`config.mk`:
```
export PLATFORM = sky130hd
export DESIGN_NAME = gpt_timer
export DESIGN_NICKNAME = d
export VERILOG_FILES = /design/src/rtl/gpt_pkg.sv /design/src/rtl/gpt_timer.sv
export VERILOG_INCLUDE_DIRS = /design/src /design/src/rtl
export SDC_FILE = /design/constraint.sdc
export NUM_CORES = 1
export LEC_CHECK = 0
export BUFFER_PORTS_ARGS = -buffer_cell sky130_fd_sc_hd__buf_4
export CORE_MARGIN = 1.5
export CORE_UTILIZATION = 50
export DETAILED_ROUTE_END_ITERATION = 10
export PLACE_DENSITY_LB_ADDON = 0.2
export SLEW_MARGIN = 20
export SYNTH_ARGS = -nofsm -noshare
export SYNTH_HDL_FRONTEND = slang
export SYNTH_SLANG_ARGS = --single-unit
```
`constraint.sdc`:
```
create_clock -name ref_clk_in -period 3.1 [get_ports ref_clk_in]
set_input_delay 0.155 -clock ref_clk_in [delete_from_list [all_inputs] [get_ports ref_clk_in]]
set_output_delay 0.155 -clock ref_clk_in [all_outputs]
set_load 0.01 [all_outputs]
```
`src/rtl/gpt_defs.svh`:
```
// gpt_defs.svh: offsets, field positions, reset values and codes of the timer
// assumes a 6-bit byte address from the register port, one 16-bit word per 32-bit slot
`ifndef GPT_DEFS_SVH
`define GPT_DEFS_SVH
`define GPT_OFS_CTRL1 6'h00
`define GPT_OFS_CTRL2 6'h04
`define GPT_OFS_SMODE 6'h08
`define GPT_OFS_IEN 6'h0C
`define GPT_OFS_STAT 6'h10
`define GPT_OFS_EVGEN 6'h14
`define GPT_OFS_CCM1 6'h18
`define GPT_OFS_CCEN 6'h20
`define GPT_OFS_CNT 6'h24
`define GPT_OFS_PRESC 6'h28
`define GPT_OFS_RELOAD 6'h2C
`define GPT_OFS_CC1 6'h34
`define GPT_OFS_CC2 6'h38
// spacing of the compare slots
`define GPT_CC_STRIDE 6'h04
// control one field positions
`define GPT_B_RUN 0
`define GPT_B_UPD_DIS 1
`define GPT_B_URS 2
`define GPT_B_SPM 3
`define GPT_B_PRELOAD 7
`define GPT_B_DIV_LO 8
`define GPT_B_DIV_HI 9
// writable bits of control one
`define GPT_CTRL1_MASK 16'h038F
// bit 0 of status, event generate and irq enable
`define GPT_B_UPDATE 0
// slave mode field and its trigger code
`define GPT_SMODE_HI 2
`define GPT_SMODE_TRIGGER 3'h6
// divider codes
`define GPT_DIV_1 2'h0
`define GPT_DIV_2 2'h1
`define GPT_DIV_4 2'h2
// last phase of a divide-by-four period
`define GPT_DIV4_LAST 2'h3
// reset values
`define GPT_ZERO16 16'h0000
`define GPT_ONE16 16'h0001
`define GPT_RELOAD_RST 16'hFFFF
`define GPT_DIV_ONE 3'h1
`endif

```
`src/rtl/gpt_pkg.sv`:
```
// gpt_pkg: types shared by the timer and its bench
// assumes gpt_defs.svh is on the include path
package gpt_pkg;
   // one register port request
   typedef struct packed {
      logic [5:0] addr;
      logic [15:0] wdata;
      logic wr;
      logic rd;
   } gpt_bus_s;
   // hardware event inputs from the slave mode controller side
   typedef struct packed {
      logic trigger;
      logic slave_update;
   } gpt_evt_s;
   // divider setting as decoded
   typedef enum logic [1:0] {
      GPT_DIV1 = 2'b00,
      GPT_DIV2 = 2'b01,
      GPT_DIV4 = 2'b10,
      GPT_DIVR = 2'b11
   } gpt_div_e;
endpackage

```
`src/rtl/gpt_timer.sv`:
```
// gpt_timer: control register one, register map and up-counting core of a 16-bit timer
// assumes synchronous strobes, one-cycle read latency, single 250 MHz clock
// trigger and slave update inputs come from slave mode logic outside this block
//
// The address-and-strobe port was decided locally.
`timescale 1ns/1ns
`include "gpt_defs.svh"
module gpt_timer #(
   parameter int CH_NUM = 2
) (
   input wire logic ref_clk_in,
   input wire logic rst_b_in,
   input wire gpt_pkg::gpt_bus_s bus_in,
   input wire gpt_pkg::gpt_evt_s evt_in,
   output logic [15:0] rdata_out,
   output logic irq_out,
   output logic update_event_out,
   output logic sample_tick_out,
   output logic [15:0] count_out
);
   import gpt_pkg::*;

   // control and plain storage registers
   logic [15:0] ctrl1_r; // control one, only writable bits held
   logic [15:0] ctrl2_r; // control two, stored only
   logic [15:0] smode_r; // slave mode control
   logic [15:0] ien_r; // irq enable, doubles as the mask
   logic [15:0] stat_r; // sticky status
   logic [15:0] ccm1_r; // channel mode, stored only
   logic [15:0] ccen_r; // channel enable, stored only
   logic [15:0] cnt_r; // counter
   // prescaler and reload each keep a buffer beside the copy in use
   logic [15:0] pre_buf_r; // prescaler as written
   logic [15:0] pre_act_r; // prescaler in use
   logic [15:0] pre_cnt_r; // prescaler counter
   logic [15:0] rld_buf_r; // reload as written
   logic [15:0] rld_act_r; // reload latched at update
   logic [15:0] rdata_r; // read data register
   // registered outputs and the sample divider
   logic irq_r; // interrupt level
   logic upd_evt_r; // update pulse
   logic smp_r; // sample tick
   logic [2:0] smp_cnt_r; // divider phase counter

   // decoded strobes
   logic wr_ctrl1, wr_stat, wr_evgen, wr_cnt, wr_pre, wr_rld;
   logic run, upd_dis, urs, spm, preload;
   gpt_div_e div;
   logic trig_mode; // slave mode says trigger
   // update path terms
   logic pre_tick; // prescaler wrap
   logic ovf; // counter overflow on this cycle
   logic sw_upd; // software update generate
   logic upd_req; // any update source
   logic upd_evt; // update event after gating
   logic flag_set; // update flag request
   logic [15:0] rld_use; // reload seen by the counter
   logic [15:0] cc_rd [CH_NUM]; // buffered compare for readback

   // write strobes decoded per register
   // one write per cycle, so at most one strobe is high
   assign wr_ctrl1 = bus_in.wr && (bus_in.addr == `GPT_OFS_CTRL1);
   assign wr_stat = bus_in.wr && (bus_in.addr == `GPT_OFS_STAT);
   assign wr_evgen = bus_in.wr && (bus_in.addr == `GPT_OFS_EVGEN);
   assign wr_cnt = bus_in.wr && (bus_in.addr == `GPT_OFS_CNT);
   assign wr_pre = bus_in.wr && (bus_in.addr == `GPT_OFS_PRESC);
   assign wr_rld = bus_in.wr && (bus_in.addr == `GPT_OFS_RELOAD);

   // control one fields
   assign run = ctrl1_r[`GPT_B_RUN];
   assign upd_dis = ctrl1_r[`GPT_B_UPD_DIS];
   assign urs = ctrl1_r[`GPT_B_URS];
   assign spm = ctrl1_r[`GPT_B_SPM];
   assign preload = ctrl1_r[`GPT_B_PRELOAD];
   assign div = gpt_div_e'(ctrl1_r[`GPT_B_DIV_HI:`GPT_B_DIV_LO]);
   assign trig_mode = (smode_r[`GPT_SMODE_HI:0] == `GPT_SMODE_TRIGGER);

   assign rld_use = preload ? rld_act_r : rld_buf_r;

   // prescaler wraps after its setting plus one clocks
   // a setting of zero ticks every clock, so the ratio spans 1 to 65536
   assign pre_tick = run && (pre_cnt_r == pre_act_r);
   // overflow only on a counting tick, so a stopped counter never wraps
   assign ovf = pre_tick && (cnt_r == rld_use);
   assign sw_upd = wr_evgen && bus_in.wdata[`GPT_B_UPDATE];

   // update sources
   // the slave request is taken as a one-cycle pulse; a held level repeats it
   assign upd_req = ovf || sw_upd || evt_in.slave_update;
   // disable gates every source
   // the counter still wraps at reload while updates are disabled
   assign upd_evt = upd_req && !upd_dis;

   // every source flags when select is 0
   // only overflow flags when select is 1
   // software can thus load the shadows silently with select set
   assign flag_set = upd_evt && (!urs || ovf);

   // control one: software write, hardware set on trigger, clear on single pulse
   always_ff @(posedge ref_clk_in or negedge rst_b_in) begin
      if (!rst_b_in) begin
         ctrl1_r <= `GPT_ZERO16;
      end else begin
         if (wr_ctrl1) begin
            ctrl1_r <= bus_in.wdata & `GPT_CTRL1_MASK;
         end
         if (trig_mode && evt_in.trigger) begin
            ctrl1_r[`GPT_B_RUN] <= 1'b1;
         end
         // hardware set and clear follow the software write, so they win
         // the clear comes last, so single pulse beats a trigger in the same cycle
         if (upd_evt && spm) begin
            ctrl1_r[`GPT_B_RUN] <= 1'b0;
         end
      end
   end

   // registers written by software only; slave mode and irq enable are used, the rest only stored
   always_ff @(posedge ref_clk_in or negedge rst_b_in) begin
      if (!rst_b_in) begin
         ctrl2_r <= `GPT_ZERO16;
         smode_r <= `GPT_ZERO16;
         ien_r <= `GPT_ZERO16;
         ccm1_r <= `GPT_ZERO16;
         ccen_r <= `GPT_ZERO16;
      end else if (bus_in.wr) begin
         case (bus_in.addr)
            `GPT_OFS_CTRL2: begin
               ctrl2_r <= bus_in.wdata;
            end
            `GPT_OFS_SMODE: begin
               smode_r <= bus_in.wdata;
            end
            `GPT_OFS_IEN: begin
               ien_r <= bus_in.wdata;
            end
            `GPT_OFS_CCM1: begin
               ccm1_r <= bus_in.wdata;
            end
            `GPT_OFS_CCEN: begin
               ccen_r <= bus_in.wdata;
            end
            default: begin
               // other offsets handled elsewhere
            end
         endcase
      end
   end

   // status: write one to clear, a set in the same cycle wins
   always_ff @(posedge ref_clk_in or negedge rst_b_in) begin
      if (!rst_b_in) begin
         stat_r <= `GPT_ZERO16;
      end else begin
         if (wr_stat) begin
            stat_r <= stat_r & ~bus_in.wdata;
         end
         if (flag_set) begin
            stat_r[`GPT_B_UPDATE] <= 1'b1;
         end
      end
   end

   // prescaler buffer and active copy
   // the ratio in use changes only at an update, so a write never cuts a period short
   always_ff @(posedge ref_clk_in or negedge rst_b_in) begin
      if (!rst_b_in) begin
         // both copies reset to zero, a ratio of one
         pre_buf_r <= `GPT_ZERO16;
         pre_act_r <= `GPT_ZERO16;
      end else begin
         // software always writes the buffer
         if (wr_pre) begin
            pre_buf_r <= bus_in.wdata;
         end
         if (upd_evt) begin
            pre_act_r <= pre_buf_r;
         end
      end
   end

   // prescaler counter, restarted by update so a new ratio starts clean
   // it holds its phase while stopped, so a restart resumes mid-period
   always_ff @(posedge ref_clk_in or negedge rst_b_in) begin
      if (!rst_b_in) begin
         pre_cnt_r <= `GPT_ZERO16;
      end else if (upd_evt || pre_tick) begin
         // wrap on its own tick or on any update
         pre_cnt_r <= `GPT_ZERO16;
      end else if (run) begin
         // count clocks only while run is set
         pre_cnt_r <= pre_cnt_r + `GPT_ONE16;
      end
   end

   // reload buffer and the copy used while preload is on
   always_ff @(posedge ref_clk_in or negedge rst_b_in) begin
      if (!rst_b_in) begin
         rld_buf_r <= `GPT_RELOAD_RST;
         rld_act_r <= `GPT_RELOAD_RST;
      end else begin
         if (wr_rld) begin
            rld_buf_r <= bus_in.wdata;
         end
         // with preload off the counter compares against the buffer instead
         if (upd_evt) begin
            rld_act_r <= rld_buf_r;
         end
      end
   end

   // counter: up-counting, wraps at reload, cleared by a forced update
   always_ff @(posedge ref_clk_in or negedge rst_b_in) begin
      if (!rst_b_in) begin
         cnt_r <= `GPT_ZERO16;
      end else if (wr_cnt) begin
         // a software write beats a tick or an update in the same cycle
         cnt_r <= bus_in.wdata;
      end else if (ovf || upd_evt) begin
         // software or slave update restarts the count as an overflow would
         // an overflow clears the count even while updates are disabled
         cnt_r <= `GPT_ZERO16;
      end else if (pre_tick) begin
         // counts only while run is set
         cnt_r <= cnt_r + `GPT_ONE16;
      end
   end

   // per-channel compare buffer and active value
   genvar g;
   generate
      for (g = 0; g < CH_NUM; g++) begin : g_ch
         logic [15:0] cc_buf_r;
         logic [15:0] cc_act_r; // value the channel logic would compare
         logic wr_cc;
         // each channel owns one 32-bit slot, channel 0 at the first compare and the next one slot higher
         assign wr_cc = bus_in.wr &&
            (bus_in.addr == (`GPT_OFS_CC1 + (6'(g) * `GPT_CC_STRIDE)));
         always_ff @(posedge ref_clk_in or negedge rst_b_in) begin
            if (!rst_b_in) begin
               cc_buf_r <= `GPT_ZERO16;
               cc_act_r <= `GPT_ZERO16;
            end else begin
               if (wr_cc) begin
                  cc_buf_r <= bus_in.wdata;
               end
               if (upd_evt) begin
                  cc_act_r <= cc_buf_r;
               end
            end
         end
         assign cc_rd[g] = cc_buf_r;
      end
   endgenerate

   // dead-time and filter sample tick
   // the phase counter runs free, so a divider change may shorten the first period
   always_ff @(posedge ref_clk_in or negedge rst_b_in) begin
      if (!rst_b_in) begin
         smp_cnt_r <= `GPT_DIV_ONE;
         smp_r <= 1'b0;
      end else begin
         // divide by 1, 2 or 4
         case (div)
            GPT_DIV2: begin
               // every second clock
               smp_r <= smp_cnt_r[0];
            end
            GPT_DIV4: begin
               // every fourth clock
               smp_r <= (smp_cnt_r[1:0] == `GPT_DIV4_LAST);
            end
            default: begin
               // reserved code behaves as divide by one
               // code 00 and the reserved code both tick every clock
               smp_r <= 1'b1;
            end
         endcase
         smp_cnt_r <= smp_cnt_r + `GPT_DIV_ONE;
      end
   end

   // update event pulse and interrupt level, both registered
   // registering both keeps the outputs free of decode glitches at one cycle of lag
   always_ff @(posedge ref_clk_in or negedge rst_b_in) begin
      if (!rst_b_in) begin
         upd_evt_r <= 1'b0;
         irq_r <= 1'b0;
      end else begin
         // one pulse per gated update event
         upd_evt_r <= upd_evt;
         // a flag set this cycle raises irq one cycle after the status bit
         irq_r <= |(stat_r & ien_r);
      end
   end

   // read data, valid the cycle after the read strobe only
   always_ff @(posedge ref_clk_in or negedge rst_b_in) begin
      if (!rst_b_in) begin
         rdata_r <= `GPT_ZERO16;
      end else if (!bus_in.rd) begin
         rdata_r <= `GPT_ZERO16;
      end else begin
         case (bus_in.addr)
            `GPT_OFS_CTRL1: begin
               rdata_r <= ctrl1_r & `GPT_CTRL1_MASK;
            end
            `GPT_OFS_CTRL2: begin
               rdata_r <= ctrl2_r;
            end
            `GPT_OFS_SMODE: begin
               rdata_r <= smode_r;
            end
            `GPT_OFS_IEN: begin
               rdata_r <= ien_r;
            end
            `GPT_OFS_STAT: begin
               rdata_r <= stat_r;
            end
            `GPT_OFS_CCM1: begin
               rdata_r <= ccm1_r;
            end
            `GPT_OFS_CCEN: begin
               rdata_r <= ccen_r;
            end
            `GPT_OFS_CNT: begin
               rdata_r <= cnt_r;
            end
            `GPT_OFS_PRESC: begin
               // the buffer reads back, not the ratio in use
               rdata_r <= pre_buf_r;
            end
            `GPT_OFS_RELOAD: begin
               rdata_r <= rld_buf_r;
            end
            `GPT_OFS_CC1: begin
               rdata_r <= cc_rd[0];
            end
            `GPT_OFS_CC2: begin
               rdata_r <= cc_rd[CH_NUM-1];
            end
            default: begin
               // event generate is write only; unmapped reads give zero
               rdata_r <= `GPT_ZERO16;
            end
         endcase
      end
   end

   // counter view for the channel logic outside
   logic [15:0] cnt_out_r;
   always_ff @(posedge ref_clk_in or negedge rst_b_in) begin
      if (!rst_b_in) begin
         cnt_out_r <= `GPT_ZERO16;
      end else begin
         cnt_out_r <= cnt_r;
      end
   end

   // every output is a plain copy of a flip-flop
   // count_out lags the counter by one clock
   assign rdata_out = rdata_r;
   assign irq_out = irq_r;
   assign update_event_out = upd_evt_r;
   assign sample_tick_out = smp_r;
   assign count_out = cnt_out_r;
endmodule

```
==> results by group <==
Run status
  – Status: finished clean

Clocking
  – CTS root buf: clkbuf_16
  – Post_cts resized: 0
  – CTS Buffer Depth: 3
  – Post-CTS Setup Inserts: 0
  – Later-pin clock latency in the skew report: 0.56 ns
  – CTS H-tree lvls: 1
  – # hold bufs at CTS: 17
  – CTS tree: built
  – Clock sinks: 268
  – Clock-pin slew on the worst setup and hold paths: 0.06 ns
  – Num CTS Buffers: 29

Detailed routing
  – Vias/cell: 6.208
  – Vias post-DR: 8517
  – Routed Antenna Nets: 0
  – WL/cell: 24.04 um
  – Starting DRT DRC Count: 678
  – DRC viols: 0
  – Total routed wirelength: 32980 um
  – TritonRoute pass-1 iters: 5

Power
  – Max VDD drop: 0.4036 mV
  – Leakage: 6.401 nW
  – Pwr dens: 605.4 nW/um2

GRT
  – Largest net degree at the start of global routing: 100
  – First-pass GRT wire length: 51070 um
  – Global-route usage over all layers: 27.57%
  – Antenna violations before repair: 0
  – Remaining Overflow, GRT: 0
  – Number of global-route vias before repair: 8301

STA
  – Tightest Pin Transition: 1.025 ns
  – Skew final: 0.01055 ns
  – Setup total negative slack: 0 ns
  – Min Tclk post-route: 2.715 ns
  – Final hold violations: 0
  – Final Cycle Share: 87.58%
  – Slew HR: 31.53%
  – Final worst-path setup slack: 0.3850 ns
  – RSZ-0062 raised after global routing: false
  – Final setup violation count: 0
  – Achievable Freq: 368.3 MHz
  – Final slew viol count: 0

Final layout
  – FILL cells: 1897
  – Most frequent cells in the layout: dfrtp_1 (235), mux2_2 (179), buf_4 (103)
  – Max reg flops: 32
  – Largest Register: g_ch.cc_buf_r
  – Reg area: 6748 um2
  – Multi-input logic area: 4965 um2
  – Ratio of cells with drive above 1 in the final layout: 34.95%
  – Nets: 1064
  – P&R area growth vs syn: 17.16%
  – Final cell utilization of the core: 59.83%
  – ANT cells: 0
  – Most common cell after layout, fill and taps aside: dfrtp_1

Synthesis
  – Cells after synthesis: 937
  – Register area share after synthesis: 56.29%
  – Async SR Flop Fraction: 100.0%
  – Synth Register Bits: 268
  – Number of flops mapped to enable cells by yosys: 0
  – Netlist cell types: 53
  – Syn Std Cell Area: 11990 um2
  – Mapped Nets: 970
  – Synth Flop Type: dfrtp_1
  – Ys Warns: 0
  – Mean area per synthesized cell: 12.79 um2

Floorplan
  – I/O pin total: 63
  – Die footprint: 24910 um2
  – Floorplan die width: 157.8 um
  – Core area: 23470 um2
  – Row count: 56
  – Starting density of the core: 51.07%
  – Die Y: 157.8 um

Place
  – Final GP Congestion: 0.8730
  – DP Worst Slack: 0.4620 ns
  – Detailed placement HPWL: 22530 um
  – I/O Buffers: 62

Setup path
  – Critical Path RT: 3.54 ns
  – Worst Path Arrival: 3.16 ns
  – Startpoint Class: flop
  – Crit path kind: flop to flop
  – Crit Path Max Fanout: 25
  – CP Capture Type: flop

Flow run
  – Max Cap Viol: 0

Min path
  – Worst hold path class: primary input to flop
## power breakdown
part,switching (mW),internal (mW),leakage [nW],total [mW]
Combinational,0.452,0.475,2.43,0.927
Sequential,0.298,3.91,3.51,4.21
Clock,1.41,1.96,0.456,3.37
## metal layers
| metal | track usage [%] | wire length (um) | vias up |
|---|---|---|---|
| li1 | - | - | 3685 |
| met1 | 40.57 | 14810 | 4409 |
| met2 | 42.25 | 14920 | 363 |
| met3 | 4.736 | 2492 | 60 |
| met4 | 7.098 | 753 | 0 |
| met5 | 0 | 0 | - |
## worst max-delay path, stage by stage (launching register included)
cell and delay [ns]:
dfrtp_1 0.42, xor2_1 0.17, nor4_1 0.33, nand4b_1 0.15, nor4_1 0.31, buf_4 0.23
nand2_2 0.10, a21oi_4 0.17, buf_4 0.32, mux2_2 0.38
## cells by family (layout without fill, tap and decap cells)
group / Yosys count / in the layout / share of synthesized area [%]
AOI/OAI and AO/OA: 185 / 185 / 11.63
DFF: 268 / 268 / 56.29
xor gates and xnor gates: 46 / 46 / 3.361
buffers and inverters: 66 / 182 / 2.380
adders and majority gates: 5 / 5 / 0.5219
muxes: 201 / 201 / 18.69
and+or+nand+nor: 166 / 166 / 7.129
## metrics by stage
step | total power [mW] | cells | area [um2] | hold slack, ns
global route | 8.819 | 1372 | 14040 | 0.01955
global placement | 5.137 | 1302 | 12950 | 0.2377
detailed placement | 5.169 | 1302 | 12950 | 0.2403
floorplan | 4.785 | 937 | 11990 | -0.1406
finish | 8.503 | 1372 | 14040 | 0.02024
CTS | 8.539 | 1372 | 14040 | 0.005995
## path summary, 6_finish.rpt
| path | start | end | slack (ns) | cells after the start |
|---|---|---|---|---|
| setup / recovery | pre_cnt_r[12]$_DFFE_PN0P_ | pre_act_r[13]$_DFFE_PN0P_ | 0.38 | 9 |
| hold / removal | bus_in[1] | ctrl1_r[0]$_DFFE_PN0P_ | 0.02 | 3 |
| setup reg to reg | pre_cnt_r[12]$_DFFE_PN0P_ | pre_act_r[13]$_DFFE_PN0P_ | 0.38 | 9 |
| hold reg to reg | smp_cnt_r[0]$_DFF_PN1_ | smp_cnt_r[0]$_DFF_PN1_ | 0.46 | 1 |
| max in group asynchronous | rst_b_in | rld_buf_r[2]$_DFFE_PN1P_ | 1.97 | 3 |
| min in group asynchronous | rst_b_in | cnt_r[9]$_DFFE_PN0P_ | 0.21 | 2 |
## cells in the mapped netlist (2+ instances only)
| library cell | n | area, um2 |
|---|---|---|
| mux2_2 | 179 | 2016 |
| a221oi_1 | 36 | 315.3 |
| o211a_1 | 2 | 20.02 |
| a21oi_1 | 12 | 60.06 |
| xnor2_1 | 15 | 131.4 |
| buf_6 | 5 | 56.30 |
| a21boi_0 | 15 | 112.6 |
| nor4b_1 | 4 | 35.03 |
| nand3b_1 | 3 | 22.52 |
| and4_1 | 2 | 17.52 |
| nand4b_1 | 3 | 26.28 |
| o21ai_0 | 29 | 145.1 |
| or3_1 | 2 | 12.51 |
| dfrtp_1 | 235 | 5881 |
| xor2_1 | 31 | 271.5 |
| clkbuf_1 | 53 | 198.9 |
| ha_1 | 5 | 62.56 |
| nor2b_1 | 4 | 25.02 |
| a31oi_1 | 15 | 93.84 |
| and3_1 | 11 | 68.82 |
| a22oi_1 | 23 | 172.7 |
| nor2_1 | 36 | 135.1 |
| nor3_1 | 9 | 45.04 |
| o2bb2ai_1 | 2 | 17.52 |
| nand3_1 | 10 | 50.05 |
| nor4_1 | 8 | 50.05 |
| a22o_1 | 35 | 306.5 |
| a222oi_1 | 7 | 70.07 |
| dfstp_2 | 33 | 867.1 |
| mux2i_1 | 18 | 180.2 |
| mux2_1 | 4 | 45.04 |
| nand2b_1 | 4 | 25.02 |
| and2_1 | 3 | 18.77 |
| nand2_1 | 49 | 183.9 |
| or4_1 | 2 | 15.01 |
| inv_1 | 7 | 26.28 |
| nand4_1 | 9 | 56.30 |
| o21bai_1 | 2 | 15.01 |
## layout make-up
type                            instances  share of cell area, %
Clock buffer                           45                  6.022
Clock inverter                          8                 0.5880
Tap cell                              319                  2.842
Multi-Input combinational cell        603                  35.35
Timing Repair Buffer                  122                  6.967
Inverter                                7                 0.1871
Sequential cell                       268                  48.04
No activity file was read; power rests on OpenSTA's default activity.
